--- src/hw/slt_err_counter.v ---
// Saturating 8-bit error counter with clear; a new count in the clear cycle leaves 1.
// Assumes inc and clr are single-cycle strobes on clk_sys.
`timescale 1ns/10ps
module slt_err_counter #(
  parameter W = 8
) (
  input wire clk_sys,
  input wire rst_n,
  input wire inc,
  input wire clr,
  output reg [W-1:0] count
);
  always @(posedge clk_sys or negedge rst_n) begin
    if (!rst_n) begin
      count <= {W{1'b0}};
    end else if (inc) begin
      // Event in the clear cycle still counts
      if (clr)
        count <= {{(W-1){1'b0}}, 1'b1};
      else if (count != {W{1'b1}})
        count <= count + {{(W-1){1'b0}}, 1'b1};
    end else if (clr) begin
      count <= {W{1'b0}};
    end
  end
endmodule // slt_err_counter

--- config.mk ---
export PLATFORM = sky130hd
export DESIGN_NAME = slt_err_counter
export DESIGN_NICKNAME = d
export VERILOG_FILES = /design/src/hw/slt_err_counter.v
export SDC_FILE = /design/constraint.sdc
export NUM_CORES = 1
export LEC_CHECK = 0
export BUFFER_PORTS_ARGS = -buffer_cell sky130_fd_sc_hd__buf_2
export CAP_MARGIN = 20
export CORE_AREA = 2 2 39 41
export CTS_CLUSTER_SIZE = 10
export DETAILED_ROUTE_END_ITERATION = 12
export DIE_AREA = 0 0 41 43
export PLACE_DENSITY = 0.62
export SLEW_MARGIN = 40
export SYNTH_ARGS = -nofsm -noshare
export SYNTH_HDL_FRONTEND = slang
export SYNTH_SLANG_ARGS = --single-unit
--- constraint.sdc ---
create_clock -name clk_sys -period 1.64 [get_ports clk_sys]
set_input_delay 0.164 -clock clk_sys [delete_from_list [all_inputs] [get_ports clk_sys]]
set_output_delay 0.164 -clock clk_sys [all_outputs]
set_load 0.01 [all_outputs]
After elaboration in Yosys (flattened, before gate mapping)
Index checks and enable logic that the tools add are counted. W data, S select, Z words.

Multiply operators: 0. Magnitude comparators: 0. Shift-type cells: 0. Divide/modulo/power cells: 0. $add $sub $neg: 1. Equal/unequal tests: 1. Bitwise operators: 0. Reductions and logical operators: 3. Muxes and demuxes: 4.

Operators by type and width (count): $mux W8 (4); $add A8 B1 Y8 const B (1); $ne A8 B8 Y1 const B (1); $reduce_bool A2 Y1 (2); $reduce_and A2 Y1 (1).

Memory bits (read-only): 0. Memories kept: 0. Bits in latches: 0. Output and inout bits: 8. Memory bits (writable): 0. Input bits: 4. Bits in registers: 8. Logic and storage cells: 10.

Depth between registers and ports, before layout
Depth after elaboration: 4. Depth in mapped cells: 5. Gate-level depth less buffers: 5.

Worst setup path before layout
No wires, ideal clock.

Kind: reg2reg. Start point: register count[0]. End point: register count[6]. Data arrival time: 1.372 ns. Buffers on the path: 0. Period minus slack after synthesis: 1.502 ns. Path slack: 0.138 ns. Cell stages (with the launch flop): 6. Library setup time: 0.130 ns. Data required time: 1.510 ns. Cell sequence: dfrtp_1 -> ha_1 -> nand4_1 -> or4b_1 -> o21ai_0 -> nor2_1.

Cells in the longest elaborated chain, start to end: 4. Elaborated cells between the ends (all ways): 7. Those cells by class: 1 x add/sub; 1 x eq/ne; 3 x mux; 2 x reduce/logical.

Ends and longest elaborated chain: start, declared (line 11) `output reg [W-1:0] count`; start signal, assigned (line 15) `count <= {W{1'b0}};`; start signal, assigned (line 19) `count <= {{(W-1){1'b0}}, 1'b1};`; start signal, assigned (line 21) `count <= count + {{(W-1){1'b0}}, 1'b1};`; $add A8 B1 Y8 (line 21); $mux W8 (line 20) `else if (count != {W{1'b1}})`; $mux W8 (line 18) `if (clr)`; $mux W8 (line 16) `end else if (inc) begin`.

Parallel ways exist; a longest one is shown, timed or not. The select of a mux whose other input is x is not followed. A chain may end at the register's enable or synchronous reset.

Final worst setup path
Same ends and word-level chain as after synthesis.

==> metrics.cfg <==
[yosys]
synth_top_cell_by_area=dfrtp_1
syn_avg_cell_area_um2=8.94
synth_seq_area_share_pct=45.7
async_reset_ff_share_pct=100
synthCells=49
yosys.area_share.simple_pct=30.3
synth_compound_area_share_pct=14.0
synth_top_family_by_area=simple AND/OR/NAND/NOR gates
synth_seq_cells=8
yosysUniqueCellTypes=20
syn-num-nets=54
syn_area_um2=438
synth-xor-area-share_pct=0
synthTopCellsByArea=dfrtp_1 46%, nor2_1 5.1%, a21oi_1 4.6%
yosysMostFrequentCell=dfrtp_1
synth_edf_count=0
synth_adder_area_share_pct=2.86
synth_top_area_share_pct=45.7
ys_top_cells_by_count=8 x dfrtp_1, 6 x nor2_1, 5 x nand2_1
synthFlopType=dfrtp_1
muxShareOfSynthArea_pct=4.57
synth-warning-count=0

[drt]
wl_per_cell_um=12.1
vias_per_cell=5.35
first_iter_violations=4
drt_wl_total_um=943
ant_nets=0
vias=417
first_pass_iters=3
m1WireLength_um=432
route.met3.wl_um=45
wl_met2_um=464
top_layer=met3
drc=0

[final_layout]
seqCellArea_um2=200
postLayoutCellArea_um2=537
num_antenna_cells=0
final_layout_size_suffix_gt1_share_pct=25.8
layout.nets=69
largest_reg_flops=8
regMostFlops=count
top_regs=count (8)
multi_input_area_um2=229
syn_to_final_growth_pct=22.6
utilization_pct=38.8
fillCellCount=148

[floorplanning]
fp.dieH_um=43
initial_core_util_pct=31.6
fp.dieW_um=41
core_area_um2=1380
placementRows=14
die_area_um2=1760
ios=12

[worst_hold_path]
min_from=clr
hold_end=count[5]$_DFFE_PN0P_
hold_path.class=in -> reg
whs_path_depth=2

[global_routing]
grt_overflow=0
antenna_found_initial=0
grt_first_pass_wirelength_um=1500
grt_max_degree=10
grt_pass1_vias=361
grtUsageTotal_pct=13.0

[cts]
ctsHtreeMaxLevel=1
cts_tree=done
clk_latency_ns=0.25
numCtsBuffers=3
cts_sinks=8
cts-root-buf=clkbuf_4
clkTransAtPathRegs_ns=0.06
cts_buffer_depth=2

[timing]
finalSetupViolations=0
slew_violations=0
post-route-period-util_pct=93.1
fin_setup_tns_ns=0
maxSlewHeadroom_pct=80.3
max_freq_ghz=0.655
worst_slew_pin_slew_ns=0.293
fin_ws_ns=0.113
rsz0062_at_grt=no
clock_skew_ns=0.00234
period_needed_ns=1.53
hold_viol_final=0

[placed_design]
placed_cell_area_um2=502
port_buffers=11
pre_cts_slack_ns=0.105
place_congestion=0.758
dp_hpwl_um=711

[worst_setup_path]
critPathRequiredTime_ns=1.78
path_cells=ha_2 -> nand4_1 -> or4b_1 -> o21ai_0 -> nor2_1
crit_path_end_kind=flip-flop
path_class=reg -> reg
rr_worst_depth=5
crit_path_start_kind=flip-flop
rr_startpoint=count[0]$_DFFE_PN0P_
r2r_end=count[6]$_DFFE_PN0P_
worstPathArrival_ns=1.67
rrSetupSlack_ns=0.11
slowest_delay_ns=0.48
critPathMaxFanout=6
crit_slowest_cell=or4b_1

[power_and_ir_drop]
powerDensity_nw_per_um2=778
p_total_uw=418
seq_power_share_pct=51.4
p_leak_uw=0.000230
p_sw_uw=107
p_int_uw=310
combPwrFrac_pct=11.5
ir_drop_mv=0.384
clkPwrFrac_pct=37.1
swShare_pct=25.7

[outcome]
outcome=finished, final reports clean

[flow_run]
max-cap-violations=0

-- power groups by stage --
stage / sequential (uW) / combinational [uW] / clock [uW]
2_1_floorplan: 220 / 25.0 / 0
3_3_place_gp: 217 / 45.1 / 0
3_5_place_dp: 218 / 46.1 / 0
4_1_cts: 214 / 48.0 / 161
5_1_grt: 216 / 54.8 / 173
6_report: 215 / 47.9 / 155
-- placed cells by master, fill, tap and decap left out, drive strengths merged, types with 2 or more instances in the layout --
cell type / n
nand2: 5
buf: 11
nor2: 6
mux2i: 2
a21oi: 4
o21ai: 4
nand4: 3
dfrtp: 8
nor3: 4
nand3: 2
clkbuf: 3
-- layer usage --
layer | up-vias | GRT usage, %
met1 | 199 | 15.9
met4 | 0 | 6.00
met2 | 8 | 18.4
met5 | - | 0
li1 | 210 | -
met3 | 0 | 6.28
-- worst max path at each step --
stage / cells past startpoint / start / end / slack [ns]
floorplan: 5 / count[0]$_DFFE_PN0P_ / count[6]$_DFFE_PN0P_ / 0.14
global placement: 5 / count[0]$_DFFE_PN0P_ / count[6]$_DFFE_PN0P_ / 0.15
detailed placement: 5 / count[0]$_DFFE_PN0P_ / count[6]$_DFFE_PN0P_ / 0.11
CTS: 5 / count[0]$_DFFE_PN0P_ / count[6]$_DFFE_PN0P_ / 0.09
global route: 5 / count[0]$_DFFE_PN0P_ / count[6]$_DFFE_PN0P_ / 0.02
finish: 5 / count[0]$_DFFE_PN0P_ / count[6]$_DFFE_PN0P_ / 0.11
-- per-stage QoR --
| step | hold slack, ns | std cells |
|---|---|---|
| floorplan | -0.132 | 49 |
| global placement | 0.0212 | 74 |
| detailed placement | 0.0239 | 74 |
| CTS | 0.192 | 78 |
| global route | 0.191 | 78 |
| finish | 0.193 | 78 |
-- critical path: cells and delay by family, from the launching register on --
kind	cells	cell delay (ns)
simple gates	3	0.66
compound gates	1	0.09
fa+ha+maj	1	0.24
flops	1	0.42
-- logic make-up (layout without fill, tap and decap cells) --
kind of cell	count (synthesis)	in the layout
compound gates	10	10
mux	2	2
flops	8	8
fa+ha+maj	1	1
buf+inv	2	15
simple gates	26	26
-- timing repair --
action                                  CTS  global route
hold buffers                              1             0
endpoints found under the hold margin     8             0
setup buffers                             0             0
endpoints found under the setup margin    0             1
resized for setup                         0             1
-- final cells by class --
type,count,share of cell area [%]
clock buffer,3,4.20
sequential,8,37.3
multi-input combinational,39,42.7
tap,16,3.73
timing repair buffer,12,12.1
Note: power is estimated with default switching activity, not from simulation.
